## config.mk

```make
export PLATFORM = sky130hd
export DESIGN_NAME = uoe_top
export DESIGN_NICKNAME = d
export VERILOG_FILES = /design/src/uoe_pkg.sv /design/src/uoe_dis.sv /design/src/uoe_hs.sv /design/src/uoe_top.sv
export VERILOG_INCLUDE_DIRS = /design/src
export SDC_FILE = /design/constraint.sdc
export NUM_CORES = 1
export LEC_CHECK = 0
export ABC_AREA = 1
export BUFFER_PORTS_ARGS = -buffer_cell sky130_fd_sc_hd__buf_2
export CORE_ASPECT_RATIO = 1.1
export CORE_MARGIN = 1.5
export CORE_UTILIZATION = 30
export CTS_BUF_LIST = sky130_fd_sc_hd__clkbuf_8
export DETAILED_ROUTE_END_ITERATION = 7
export SYNTH_ARGS = -nofsm -noshare
export SYNTH_HDL_FRONTEND = slang
export SYNTH_SLANG_ARGS = --single-unit
```

## constraint.sdc

```tcl
create_clock -name hclk -period 1.75 [get_ports hclk]
set_clock_uncertainty 0.2 [all_clocks]
set_input_delay 0.35 -clock hclk [delete_from_list [all_inputs] [get_ports hclk]]
set_output_delay 0.35 -clock hclk [all_outputs]
set_load 0.1 [all_outputs]
```

## src/uoe_consts.svh

```systemverilog
/*
 * Constants of the out-endpoint control block: register offsets,
 * field positions, reset values and bus codes.
 * Assumes inclusion by the package and the design modules.
 */
`ifndef UOE_CONSTS_SVH
`define UOE_CONSTS_SVH

`define UOE_CTRL_ADDR 12'hB20
`define UOE_CFG_ADDR 12'hB28
`define UOE_ENABLE_BIT 31
`define UOE_DISABLE_BIT 30
`define UOE_PID1_BIT 29
`define UOE_PID0_BIT 28
`define UOE_NAKSET_BIT 27
`define UOE_NAKCLR_BIT 26
`define UOE_TXQ_HI 25
`define UOE_TXQ_LO 22
`define UOE_STALL_BIT 21
`define UOE_SNOOP_BIT 20
`define UOE_KIND_HI 19
`define UOE_KIND_LO 18
`define UOE_NAK_ACTIVE_BIT 17
`define UOE_PID_BIT 16
`define UOE_CFG_SG_BIT 0
`define UOE_CFG_DMA_BIT 1
`define UOE_CFG_DED_BIT 2
`define UOE_TXQ_NONPER 4'h0
`define UOE_KIND_CTRL 2'h0
`define UOE_KIND_ISO 2'h1
`define UOE_HSIZE_WORD 3'h2
`define UOE_ZERO32 32'h00000000
`define UOE_RESP_OKAY 1'h0

`endif

```

## src/uoe_pkg.sv

```systemverilog
/*
 * Types shared by the out-endpoint control block.
 * Assumes uoe_consts.svh is on the include path.
 */
`default_nettype none
`include "uoe_consts.svh"

package uoe_pkg;

    typedef enum logic [2:0] {
        TOK_SETUP = 3'h1,
        TOK_OUT = 3'h2,
        TOK_IN = 3'h4
    } uoe_tok_e;

    typedef enum logic [4:0] {
        RSP_NONE = 5'h01,
        RSP_ACK = 5'h02,
        RSP_NAK = 5'h04,
        RSP_STALL = 5'h08,
        RSP_DATA = 5'h10
    } uoe_rsp_e;

    // token seen by the link engine for this endpoint
    typedef struct packed {
        logic valid;
        uoe_tok_e kind;
        logic crc_ok;
    } uoe_tok_s;

    // answer to the link engine
    typedef struct packed {
        logic valid;
        uoe_rsp_e code;
        logic forward;
    } uoe_rsp_s;

    function automatic logic uoe_is_iso(input logic [1:0] kind);
        uoe_is_iso = (kind == `UOE_KIND_ISO);
    endfunction

    function automatic logic uoe_is_ctrl(input logic [1:0] kind);
        uoe_is_ctrl = (kind == `UOE_KIND_CTRL);
    endfunction

endpackage

`default_nettype wire

```

## src/uoe_dis.sv

```systemverilog
/*
 * Disable sequencer: once a disable is requested, waits for the
 * link to go quiet and then gives a one-cycle done pulse.
 * Assumes link_busy is high while a packet is on the wire.
 */
`default_nettype none
`include "uoe_consts.svh"

module uoe_dis (
    // clock and reset
    input wire logic hclk,
    input wire logic hresetn,
    // request and link state
    input wire logic req,
    input wire logic link_busy,
    // completion
    output logic done
);

    typedef enum logic [2:0] {
        DIS_IDLE = 3'h1,
        DIS_DRAIN = 3'h2,
        DIS_DONE = 3'h4
    } uoe_dis_e;

    uoe_dis_e state;
    uoe_dis_e next_state;
    logic next_done;

    always_comb begin
        next_state = state;
        next_done = 1'b0;
        case (state)
            DIS_IDLE: begin
                if (req) begin
                    next_state = DIS_DRAIN;
                end
            end
            DIS_DRAIN: begin
                if (!link_busy) begin
                    next_state = DIS_DONE;
                    next_done = 1'b1;
                end
            end
            DIS_DONE: begin
                next_state = DIS_IDLE;
            end
            default: begin
                next_state = DIS_IDLE;
            end
        endcase
    end

    always_ff @(posedge hclk or negedge hresetn) begin
        if (!hresetn) begin
            state <= DIS_IDLE;
            done <= 1'b0;
        end else begin
            state <= next_state;
            done <= next_done;
        end
    end

endmodule

`default_nettype wire

```

## src/uoe_hs.sv

```systemverilog
/*
 * Handshake chooser: answers one token per cycle, registered.
 * Assumes the token struct is valid for one cycle per token.
 */
`default_nettype none
`include "uoe_consts.svh"

module uoe_hs (
    // clock and reset
    input wire logic hclk,
    input wire logic hresetn,
    // endpoint state
    input wire logic active,
    input wire logic stall,
    input wire logic nak,
    input wire logic snoop,
    input wire logic [1:0] kind,
    input wire logic rx_space,
    input wire logic tx_avail,
    // token and answer
    input wire uoe_pkg::uoe_tok_s tok,
    output uoe_pkg::uoe_rsp_s rsp
);

    uoe_pkg::uoe_rsp_s next_rsp;

    always_comb begin
        next_rsp.valid = tok.valid;
        next_rsp.code = uoe_pkg::RSP_NONE;
        next_rsp.forward = 1'b0;
        if (tok.kind == uoe_pkg::TOK_SETUP) begin
            next_rsp.code = uoe_pkg::RSP_ACK;
            next_rsp.forward = 1'b1;
        end else if (stall && !uoe_pkg::uoe_is_iso(kind)) begin
            next_rsp.code = uoe_pkg::RSP_STALL;
        end else if (uoe_pkg::uoe_is_iso(kind)) begin
            // isochronous: no handshake, data moves if it can
            next_rsp.forward = active && (tok.kind == uoe_pkg::TOK_OUT)
                && (snoop || tok.crc_ok) && rx_space;
            if (tok.kind == uoe_pkg::TOK_IN && active && tx_avail) begin
                next_rsp.code = uoe_pkg::RSP_DATA;
            end
        end else if (nak || !active) begin
            next_rsp.code = uoe_pkg::RSP_NAK;
        end else if (tok.kind == uoe_pkg::TOK_IN) begin
            next_rsp.code = tx_avail ? uoe_pkg::RSP_DATA : uoe_pkg::RSP_NAK;
        end else if (!snoop && !tok.crc_ok) begin
            next_rsp.code = uoe_pkg::RSP_NONE;
        end else if (rx_space) begin
            next_rsp.code = uoe_pkg::RSP_ACK;
            next_rsp.forward = 1'b1;
        end else begin
            next_rsp.code = uoe_pkg::RSP_NAK;
        end
        if (!tok.valid) begin
            next_rsp.code = uoe_pkg::RSP_NONE;
            next_rsp.forward = 1'b0;
        end
    end

    always_ff @(posedge hclk or negedge hresetn) begin
        if (!hresetn) begin
            rsp <= '{valid: 1'b0, code: uoe_pkg::RSP_NONE, forward: 1'b0};
        end else begin
            rsp <= next_rsp;
        end
    end

endmodule

`default_nettype wire

```

## src/uoe_top.sv

```systemverilog
/*
 * Out-endpoint control: control register behind an AHB-Lite slave,
 * enable/disable handshakes, PID and frame forcing, NAK and STALL
 * state, transmit queue choice, and the handshake chooser.
 * Assumes a link engine that reports tokens and transfer events
 * for this endpoint as one-cycle pulses on hclk.
 */
// Functional notes
// - clear enable before done/disable/complete events
// - enable means buffer ready in pointer DMA
// - enable means descriptors ready in gather DMA
// - disable stops endpoint, clears before event
// - bit 29 forces DATA1, or odd frame when sg_mode is off
// - bit 28 forces DATA0, or even frame when sg_mode is off
// - set-NAK strobe or hardware sets NAK
// - clear-NAK strobe clears NAK
// - queue number zero means non-periodic queue unless dedicated is set
// - STALL beats NAK; software-only clear for non-control kinds
// - control STALL cleared by SETUP token
// - SETUP always answered with ACK
// - snoop forwards OUT data unchecked
// - transfer kind codes 00 01 10 11
// - NAK status bit refuses OUT data of non-isochronous kinds
// - read-only data PID bit, DATA0 or DATA1; odd/even frame for isochronous, 0 with sg_mode on
`default_nettype none
`include "uoe_consts.svh"

module uoe_top #(
    parameter int ADDR_W = 12
) (
    // ahb-lite slave
    input wire logic hclk,
    input wire logic hresetn,
    input wire logic hsel,
    input wire logic [ADDR_W-1:0] haddr,
    input wire logic [1:0] htrans,
    input wire logic hwrite,
    input wire logic [2:0] hsize,
    input wire logic [31:0] hwdata,
    input wire logic hready,
    output logic [31:0] hrdata,
    output logic hreadyout,
    output logic hresp,
    // link engine events
    input wire uoe_pkg::uoe_tok_s tok,
    input wire logic xfer_done,
    input wire logic setup_done,
    input wire logic pid_advance,
    input wire logic link_busy,
    input wire logic rx_space,
    input wire logic tx_avail,
    // link engine answers
    output uoe_pkg::uoe_rsp_s rsp,
    output logic ep_ready,
    output logic setup_dma_ok,
    output logic tx_nonperiodic,
    output logic [3:0] tx_queue,
    // endpoint events
    output logic setup_done_evt,
    output logic ep_disabled_evt,
    output logic xfer_done_evt
);

    // ------------------------------------------------------------
    // register state
    // ------------------------------------------------------------
    logic endpoint_enable, next_endpoint_enable;
    logic endpoint_disable_request, next_endpoint_disable_request;
    logic nak, next_nak;
    logic stall, next_stall;
    logic snoop, next_snoop;
    logic [1:0] transfer_kind, next_transfer_kind;
    logic [3:0] tx_queue_select, next_tx_queue_select;
    logic toggle_pid, next_toggle_pid;
    logic frame_parity, next_frame_parity;
    logic sg_mode, next_sg_mode;
    logic dma_mode, next_dma_mode;
    logic dedicated, next_dedicated;

    // ------------------------------------------------------------
    // ahb-lite slave
    // ------------------------------------------------------------
    logic wr_q, next_wr_q;
    logic rd_q, next_rd_q;
    logic [ADDR_W-1:0] addr_q, next_addr_q;
    logic [31:0] next_hrdata;
    logic next_hreadyout;
    logic take;
    logic [31:0] ctrl_view;
    logic [31:0] cfg_view;
    logic wr_ctrl, wr_cfg;
    logic dis_done;
    logic evt_setup_p, evt_dis_p, evt_xfer_p;
    logic next_evt_setup_p, next_evt_dis_p, next_evt_xfer_p;

    assign take = hsel && hready && htrans[1] && (hsize == `UOE_HSIZE_WORD);
    assign wr_ctrl = wr_q && (addr_q == `UOE_CTRL_ADDR);
    assign wr_cfg = wr_q && (addr_q == `UOE_CFG_ADDR);

    always_comb begin
        ctrl_view = `UOE_ZERO32;
        ctrl_view[`UOE_ENABLE_BIT] = endpoint_enable;
        ctrl_view[`UOE_DISABLE_BIT] = endpoint_disable_request;
        ctrl_view[`UOE_TXQ_HI:`UOE_TXQ_LO] = tx_queue_select;
        ctrl_view[`UOE_STALL_BIT] = stall;
        ctrl_view[`UOE_SNOOP_BIT] = snoop;
        ctrl_view[`UOE_KIND_HI:`UOE_KIND_LO] = transfer_kind;
        ctrl_view[`UOE_NAK_ACTIVE_BIT] = nak;
        ctrl_view[`UOE_PID_BIT] = uoe_pkg::uoe_is_iso(transfer_kind)
            ? (frame_parity && !sg_mode) : toggle_pid;
        cfg_view = `UOE_ZERO32;
        cfg_view[`UOE_CFG_SG_BIT] = sg_mode;
        cfg_view[`UOE_CFG_DMA_BIT] = dma_mode;
        cfg_view[`UOE_CFG_DED_BIT] = dedicated;
    end

    // reads take one wait state so a write just before is seen
    always_comb begin
        next_wr_q = take && hwrite;
        next_rd_q = take && !hwrite;
        next_addr_q = take ? haddr : addr_q;
        next_hreadyout = !(take && !hwrite);
        next_hrdata = hrdata;
        if (rd_q) begin
            if (addr_q == `UOE_CTRL_ADDR) begin
                next_hrdata = ctrl_view;
            end else if (addr_q == `UOE_CFG_ADDR) begin
                next_hrdata = cfg_view;
            end else begin
                next_hrdata = `UOE_ZERO32;
            end
        end
    end

    always_ff @(posedge hclk or negedge hresetn) begin
        if (!hresetn) begin
            wr_q <= 1'b0;
            rd_q <= 1'b0;
            addr_q <= '0;
            hrdata <= `UOE_ZERO32;
            hreadyout <= 1'b1;
            hresp <= `UOE_RESP_OKAY;
        end else begin
            wr_q <= next_wr_q;
            rd_q <= next_rd_q;
            addr_q <= next_addr_q;
            hrdata <= next_hrdata;
            hreadyout <= next_hreadyout;
            hresp <= `UOE_RESP_OKAY;
        end
    end

    // ------------------------------------------------------------
    // control register next state
    // ------------------------------------------------------------
    always_comb begin
        next_endpoint_enable = endpoint_enable;
        next_endpoint_disable_request = endpoint_disable_request;
        next_nak = nak;
        next_stall = stall;
        next_snoop = snoop;
        next_transfer_kind = transfer_kind;
        next_tx_queue_select = tx_queue_select;
        next_toggle_pid = toggle_pid;
        next_frame_parity = frame_parity;
        next_sg_mode = sg_mode;
        next_dma_mode = dma_mode;
        next_dedicated = dedicated;
        if (pid_advance) begin
            next_toggle_pid = !toggle_pid;
        end
        // hardware clears first so a write in the same cycle wins
        if (tok.valid && tok.kind == uoe_pkg::TOK_SETUP
            && uoe_pkg::uoe_is_ctrl(transfer_kind)) begin
            next_stall = 1'b0;
        end
        if (setup_done || xfer_done || dis_done) begin
            next_endpoint_enable = 1'b0;
        end
        if (dis_done) begin
            next_endpoint_disable_request = 1'b0;
        end
        if (wr_ctrl) begin
            next_endpoint_enable = hwdata[`UOE_ENABLE_BIT]
                || (endpoint_enable && next_endpoint_enable);
            if (hwdata[`UOE_DISABLE_BIT] && endpoint_enable) begin
                next_endpoint_disable_request = 1'b1;
            end
            if (hwdata[`UOE_NAKCLR_BIT]) begin
                next_nak = 1'b0;
            end
            if (hwdata[`UOE_NAKSET_BIT]) begin
                next_nak = 1'b1;
            end
            if (hwdata[`UOE_STALL_BIT]) begin
                next_stall = 1'b1;
            end else if (!uoe_pkg::uoe_is_ctrl(transfer_kind)) begin
                next_stall = 1'b0;
            end
            next_snoop = hwdata[`UOE_SNOOP_BIT];
            next_transfer_kind = hwdata[`UOE_KIND_HI:`UOE_KIND_LO];
            next_tx_queue_select = hwdata[`UOE_TXQ_HI:`UOE_TXQ_LO];
            if (!uoe_pkg::uoe_is_iso(transfer_kind)) begin
                if (hwdata[`UOE_PID1_BIT]) begin
                    next_toggle_pid = 1'b1;
                end else if (hwdata[`UOE_PID0_BIT]) begin
                    next_toggle_pid = 1'b0;
                end
            end else if (!sg_mode) begin
                if (hwdata[`UOE_PID1_BIT]) begin
                    next_frame_parity = 1'b1;
                end else if (hwdata[`UOE_PID0_BIT]) begin
                    next_frame_parity = 1'b0;
                end
            end
        end
        // hardware NAK set beats a software clear
        if (setup_done || (xfer_done && !uoe_pkg::uoe_is_iso(transfer_kind))
            || (tok.valid && tok.kind == uoe_pkg::TOK_SETUP)) begin
            next_nak = 1'b1;
        end
        if (wr_cfg) begin
            next_sg_mode = hwdata[`UOE_CFG_SG_BIT];
            next_dma_mode = hwdata[`UOE_CFG_DMA_BIT];
            next_dedicated = hwdata[`UOE_CFG_DED_BIT];
        end
        next_evt_setup_p = setup_done;
        next_evt_dis_p = dis_done;
        next_evt_xfer_p = xfer_done;
    end

    always_ff @(posedge hclk or negedge hresetn) begin
        if (!hresetn) begin
            endpoint_enable <= 1'b0;
            endpoint_disable_request <= 1'b0;
            nak <= 1'b0;
            stall <= 1'b0;
            snoop <= 1'b0;
            transfer_kind <= `UOE_KIND_CTRL;
            tx_queue_select <= `UOE_TXQ_NONPER;
            toggle_pid <= 1'b0;
            frame_parity <= 1'b0;
            sg_mode <= 1'b0;
            dma_mode <= 1'b0;
            dedicated <= 1'b0;
            evt_setup_p <= 1'b0;
            evt_dis_p <= 1'b0;
            evt_xfer_p <= 1'b0;
        end else begin
            endpoint_enable <= next_endpoint_enable;
            endpoint_disable_request <= next_endpoint_disable_request;
            nak <= next_nak;
            stall <= next_stall;
            snoop <= next_snoop;
            transfer_kind <= next_transfer_kind;
            tx_queue_select <= next_tx_queue_select;
            toggle_pid <= next_toggle_pid;
            frame_parity <= next_frame_parity;
            sg_mode <= next_sg_mode;
            dma_mode <= next_dma_mode;
            dedicated <= next_dedicated;
            evt_setup_p <= next_evt_setup_p;
            evt_dis_p <= next_evt_dis_p;
            evt_xfer_p <= next_evt_xfer_p;
        end
    end

    // ------------------------------------------------------------
    // link-facing outputs
    // ------------------------------------------------------------
    // events rise one cycle after enable has already dropped
    always_ff @(posedge hclk or negedge hresetn) begin
        if (!hresetn) begin
            setup_done_evt <= 1'b0;
            ep_disabled_evt <= 1'b0;
            xfer_done_evt <= 1'b0;
            ep_ready <= 1'b0;
            setup_dma_ok <= 1'b0;
            tx_nonperiodic <= 1'b1;
            tx_queue <= `UOE_TXQ_NONPER;
        end else begin
            setup_done_evt <= evt_setup_p;
            ep_disabled_evt <= evt_dis_p;
            xfer_done_evt <= evt_xfer_p;
            ep_ready <= endpoint_enable
                && !endpoint_disable_request;
            setup_dma_ok <= !dma_mode || endpoint_enable;
            tx_nonperiodic <= !dedicated
                && (tx_queue_select == `UOE_TXQ_NONPER);
            tx_queue <= tx_queue_select;
        end
    end

    uoe_dis u_dis (
        .hclk(hclk),
        .hresetn(hresetn),
        .req(endpoint_disable_request && endpoint_enable),
        .link_busy(link_busy),
        .done(dis_done)
    );

    uoe_hs u_hs (
        .hclk(hclk),
        .hresetn(hresetn),
        .active(endpoint_enable && !endpoint_disable_request),
        .stall(stall),
        .nak(nak),
        .snoop(snoop),
        .kind(transfer_kind),
        .rx_space(rx_space),
        .tx_avail(tx_avail),
        .tok(tok),
        .rsp(rsp)
    );

endmodule

`default_nettype wire
```

-- Yosys cells after proc, flatten, opt, wreduce, memory -nomap -nowiden
Index checks and enable logic that the tools add are counted.
- register bits: 87
- input port bits: 65
- word-level logic and storage cells: 137
- output and inout bits: 51
- reduce and logical (&&, ||, !) cells: 50
- bitwise operators: 1
- equality and inequality tests: 11
- multiplexer cells: 43
- operators by type and width (cell ; number):
    $mux 32 ; 1
    $mux 5 ; 6
    $mux 1 ; 28
    $eq 12x12->1 const B ; 2
    $logic_and 1x1->1 ; 23
    $mux 6 ; 3
    $mux 3 ; 4
    $logic_not 1->1 ; 11
    $eq 3x2->1 const B ; 3
    $logic_or 1x1->1 ; 8
    $eq 3x1->1 const B ; 2
    $pmux 3 s2 ; 1
    $logic_not 4->1 ; 1
    $reduce_and 2->1 ; 2
    $reduce_and 4->1 ; 1
    $reduce_bool 2->1 ; 2
    $eq 3x3->1 const B ; 1
    $reduce_bool 3->1 ; 1
    $eq 2x1->1 const B ; 1
    $logic_not 2->1 ; 1
    $ne 2x1->1 const B ; 1
    $ne 2x2->1 const B ; 1
    $not 1->1 ; 1

-- Depth between registers and ports, before layout
- word-level depth: 9
- mapped depth: 8
- gate-level depth less buffers: 8

-- Cells and area by module
From an unflattened synthesis, not the netlist that was laid out.
- cell total of the unflattened synthesis: 344
- area total of the unflattened synthesis: 3175.5 um2
- by module, submodules not included (module ; cells each ; times used ; seq. area each (um2) ; area each (um2)):
    uoe_top ; 274 ; 1 ; 1478.9 ; 2612.5
    uoe_hs ; 52 ; 1 ; 176.4 ; 391.6
    uoe_dis ; 18 ; 1 ; 101.3 ; 171.4

-- Worst setup path after synthesis
No wires, ideal clock.
- path type: flip-flop to output port
- from: reg hrdata[0]
- to: out hrdata[0]
- cell stages (with the launch flop): 1
- data arrival time: 0.898 ns
- required time: 1.200 ns
- buffers on the path: 0
- path slack: 0.302 ns
- cell sequence: dfrtp_1
- RTL lines (element ; line ; text):
    from (decl) ; uoe_top.sv:41 ; output logic [31:0] hrdata,
    from (signal assigned) ; uoe_top.sv:140 ; hrdata <= `UOE_ZERO32;
    from (signal assigned) ; uoe_top.sv:147 ; hrdata <= next_hrdata;
No word-level cell between the ends.

-- Final worst setup path
- from: reg hrdata[19]
- to: out hrdata[19]
No word-level cell between the ends.

==> impl_metrics.ini <==
[outcome]
status = complete, no violations

[sta]
final-hold-violation-count = 0
setup_violations = 0
period_minus_slack_ns = 1.69
fmax_mhz = 590
rsz0062_at_grt = no
worst_pin_slew_ns = 0.515
setup_tns_ns = 0
layout_worst_path_cycle_share_pct = 96.8
holdWs_ns = 0.0152
timing.slew.headroom_pct = 65.9
fin_ws_ns = 0.0557
slew_viol_final = 0

[clock_tree]
cts_buffer_depth = 2
tritoncts = yes
clkTransAtPathRegs_ns = 0.07
postCtsSetupBuffers = 0
numCtsBuffers = 9
htree_levels = 3
cts_root_buf = clkbuf_8
clkLatencyLatePin_ns = 0.33
hold_buffers = 9
cts_resized = 0
clock-sinks = 70

[critical_path]
r2r-start = addr_q[0]$_DFFE_PN0P_
arrival_ns = 1.14
crit_start = hrdata[19]$_DFFE_PN0P_
ff2ff_setup_slack_ns = 0.21
cp.buffers_inverters = 1
rr_worst_depth = 7
critical_path.endpoint = hrdata[19]
path_class = flop to primary output
crit_slowest_cell = buf_2
max_stage_delay_ns = 0.44
cp-end-kind = primary output
cp.required_ns = 1.20
crit_cells = 1
r2r-end = toggle_pid$_DFF_PN0_
cp_top_family = buffers and inverters
start_kind = flop
path_cells = buf_2
path_max_fanout = 2

[finish]
area_growth_syn_to_layout_pct = 26.8
layout_commonest_cell = nand2_1
final_core_util_pct = 39.6
fillerInstances = 1047
drive_gt1_share_pct = 31.2
antenna_cells = 0
nets = 507
multi_input_area_sq_um = 1120
seq_area_sq_um = 1760
final_cell_mix = nand2_1, buf_2, dfrtp_1
instances_no_fill = 566

[drt]
vias = 2468
wire_per_inst_um = 12.2
ant_nets = 0
viasPerCell = 4.36
drtIter0Drc = 87
drt-total-wl_mm = 6.93
drc = 0
dr.pass1.iters = 4

[power]
p_sw_uw = 983
sequentialPowerShare_pct = 49.3
combPwrFrac_pct = 14.5
p_int_mw = 2.53
power_density_nw_per_um2 = 890
cellLeakagePower_nw = 2.06
irDropWorstVdd_mv = 0.422
switching_share_pct = 27.9
p_clk_share_pct = 36.2

[synth]
synth_cells = 342
post_synth.cell_area_avg_sq_um = 9.11
yosysWarnings = 0
yosysTopAreaCell = dfrtp_1
synth_cell_types = 37
synth.yosys.seq_area_share_pct = 56.4
synthTopCellsByArea = dfrtp_1, nand2_1, buf_4, nor2_1, inv_1
netlist_area_sq_um = 3120
synth_seq_cells = 70
synth_top_area_share_pct = 53.0

[global_route]
antenna_found_initial = 0
grt_overflow = 0
grt_start_max_net_pins = 71
grt_pass1_vias = 2370
grt_pass1_wl_mm = 11.2
gr-usage-all-layers_pct = 13.5

[die]
die-area_sq_um = 11000
start_util_pct = 31.2
rows = 38
die_h_um = 110
io_pins = 116
core-area_sq_um = 9980
die_w_um = 100

[place]
dpl.cell_count = 542
post-place-ws_ns = 0.200
dp_hpwl_mm = 5.10
portBuffers = 81
gp_congestion = 0.786

[hold_path]
min_path_cells = 3
hold_class = input port to flop

[job]
cap_violations = 0
layout make-up:
cell class,count,area share [%]
clock inverters,4,1.04
well taps,120,3.80
inverters,35,3.39
multi-input cells,230,28.3
flip-flops and latches,70,44.5
repair buffers,96,15.1
clock buffers,11,3.83
sequential cells by signal, indices dropped and copies added, names as in the netlist, 2 cells and up:
signal / cells
transfer_kind: 2
tx_queue: 4
tx_queue_select: 4
hrdata: 15
addr_q: 12
u_dis.state: 3
u_hs.rsp: 7
kinds of logic (layout without fill, tap and decap cells):
logic type / after synthesis / count (layout) / share of synthesized area [%]
xor gates and xnor gates: 1 / 1 / 0.281
other: 1 / 18 / 0.120
muxes: 2 / 2 / 0.723
and+or+nand+nor: 179 / 179 / 26.3
buffers and inverters: 59 / 146 / 9.72
DFF: 70 / 70 / 56.4
AOI/OAI and AO/OA: 30 / 30 / 6.47
how the worst min path moves through the flow:
stage	start	endpoint	slack, ns
finish	hwdata[25]	tx_queue_select[3]$_DFFE_PN0P_	0.02
global route	hwdata[25]	tx_queue_select[3]$_DFFE_PN0P_	0.009
CTS	hwdata[25]	tx_queue_select[3]$_DFFE_PN0P_	0.0007
detailed placement	evt_setup_p$_DFF_PN0_	setup_done_evt$_DFF_PN0_	0.13
global placement	evt_dis_p$_DFF_PN0_	ep_disabled_evt$_DFF_PN0_	0.13
floorplan	hresetn	addr_q[0]$_DFFE_PN0P_	-0.15
cells in the mapped netlist:
cell,instances
clkbuf_1,2
a31oi_1,1
o21ai_0,2
inv_1,29
nor3b_1,1
and2_1,1
nand2_2,5
o21ai_1,2
nand3_2,2
o211ai_1,1
conb_1,1
buf_6,1
inv_4,1
nor4_1,2
inv_2,3
nand4_1,3
mux2_2,2
nor3_1,6
nand2_4,1
nand2_1,100
nor2_8,1
nor2_4,3
nor2_1,32
nor2_2,5
o21ai_2,11
buf_2,3
nor3_2,1
dfstp_2,4
nand3_1,15
a32o_1,1
nor3_4,1
dfrtp_1,66
xor2_1,1
a21oi_1,11
clkinv_1,2
o22ai_1,1
buf_4,18
power groups by stage:
stage	sequential, mW	clock (mW)	combinational (mW)
final	1.73	1.27	0.510
after detailed placement	1.77	0	0.499
after CTS	1.73	1.33	0.516
after floorplan	1.81	0	0.337
after global routing	1.74	1.41	0.556
after global placement	1.76	0	0.489
stage by stage:
| step | cell area, sq um | power, mW |
|---|---|---|
| detailed placement | 3670 | 2.26 |
| global placement | 3670 | 2.25 |
| floorplan | 3180 | 2.15 |
| CTS | 3950 | 3.58 |
| global route | 3950 | 3.71 |
| finish | 3950 | 3.52 |
metal layers:
metal  track usage [%]  up-vias  routed length [um]
li1                  -     1239                   -
met1              16.9     1134                3000
met2              22.1       85                3370
met3              4.32       10                 456
met4              4.73        0                 103
met5                 0        -                   0
No activity file was read; power rests on OpenSTA's default activity.
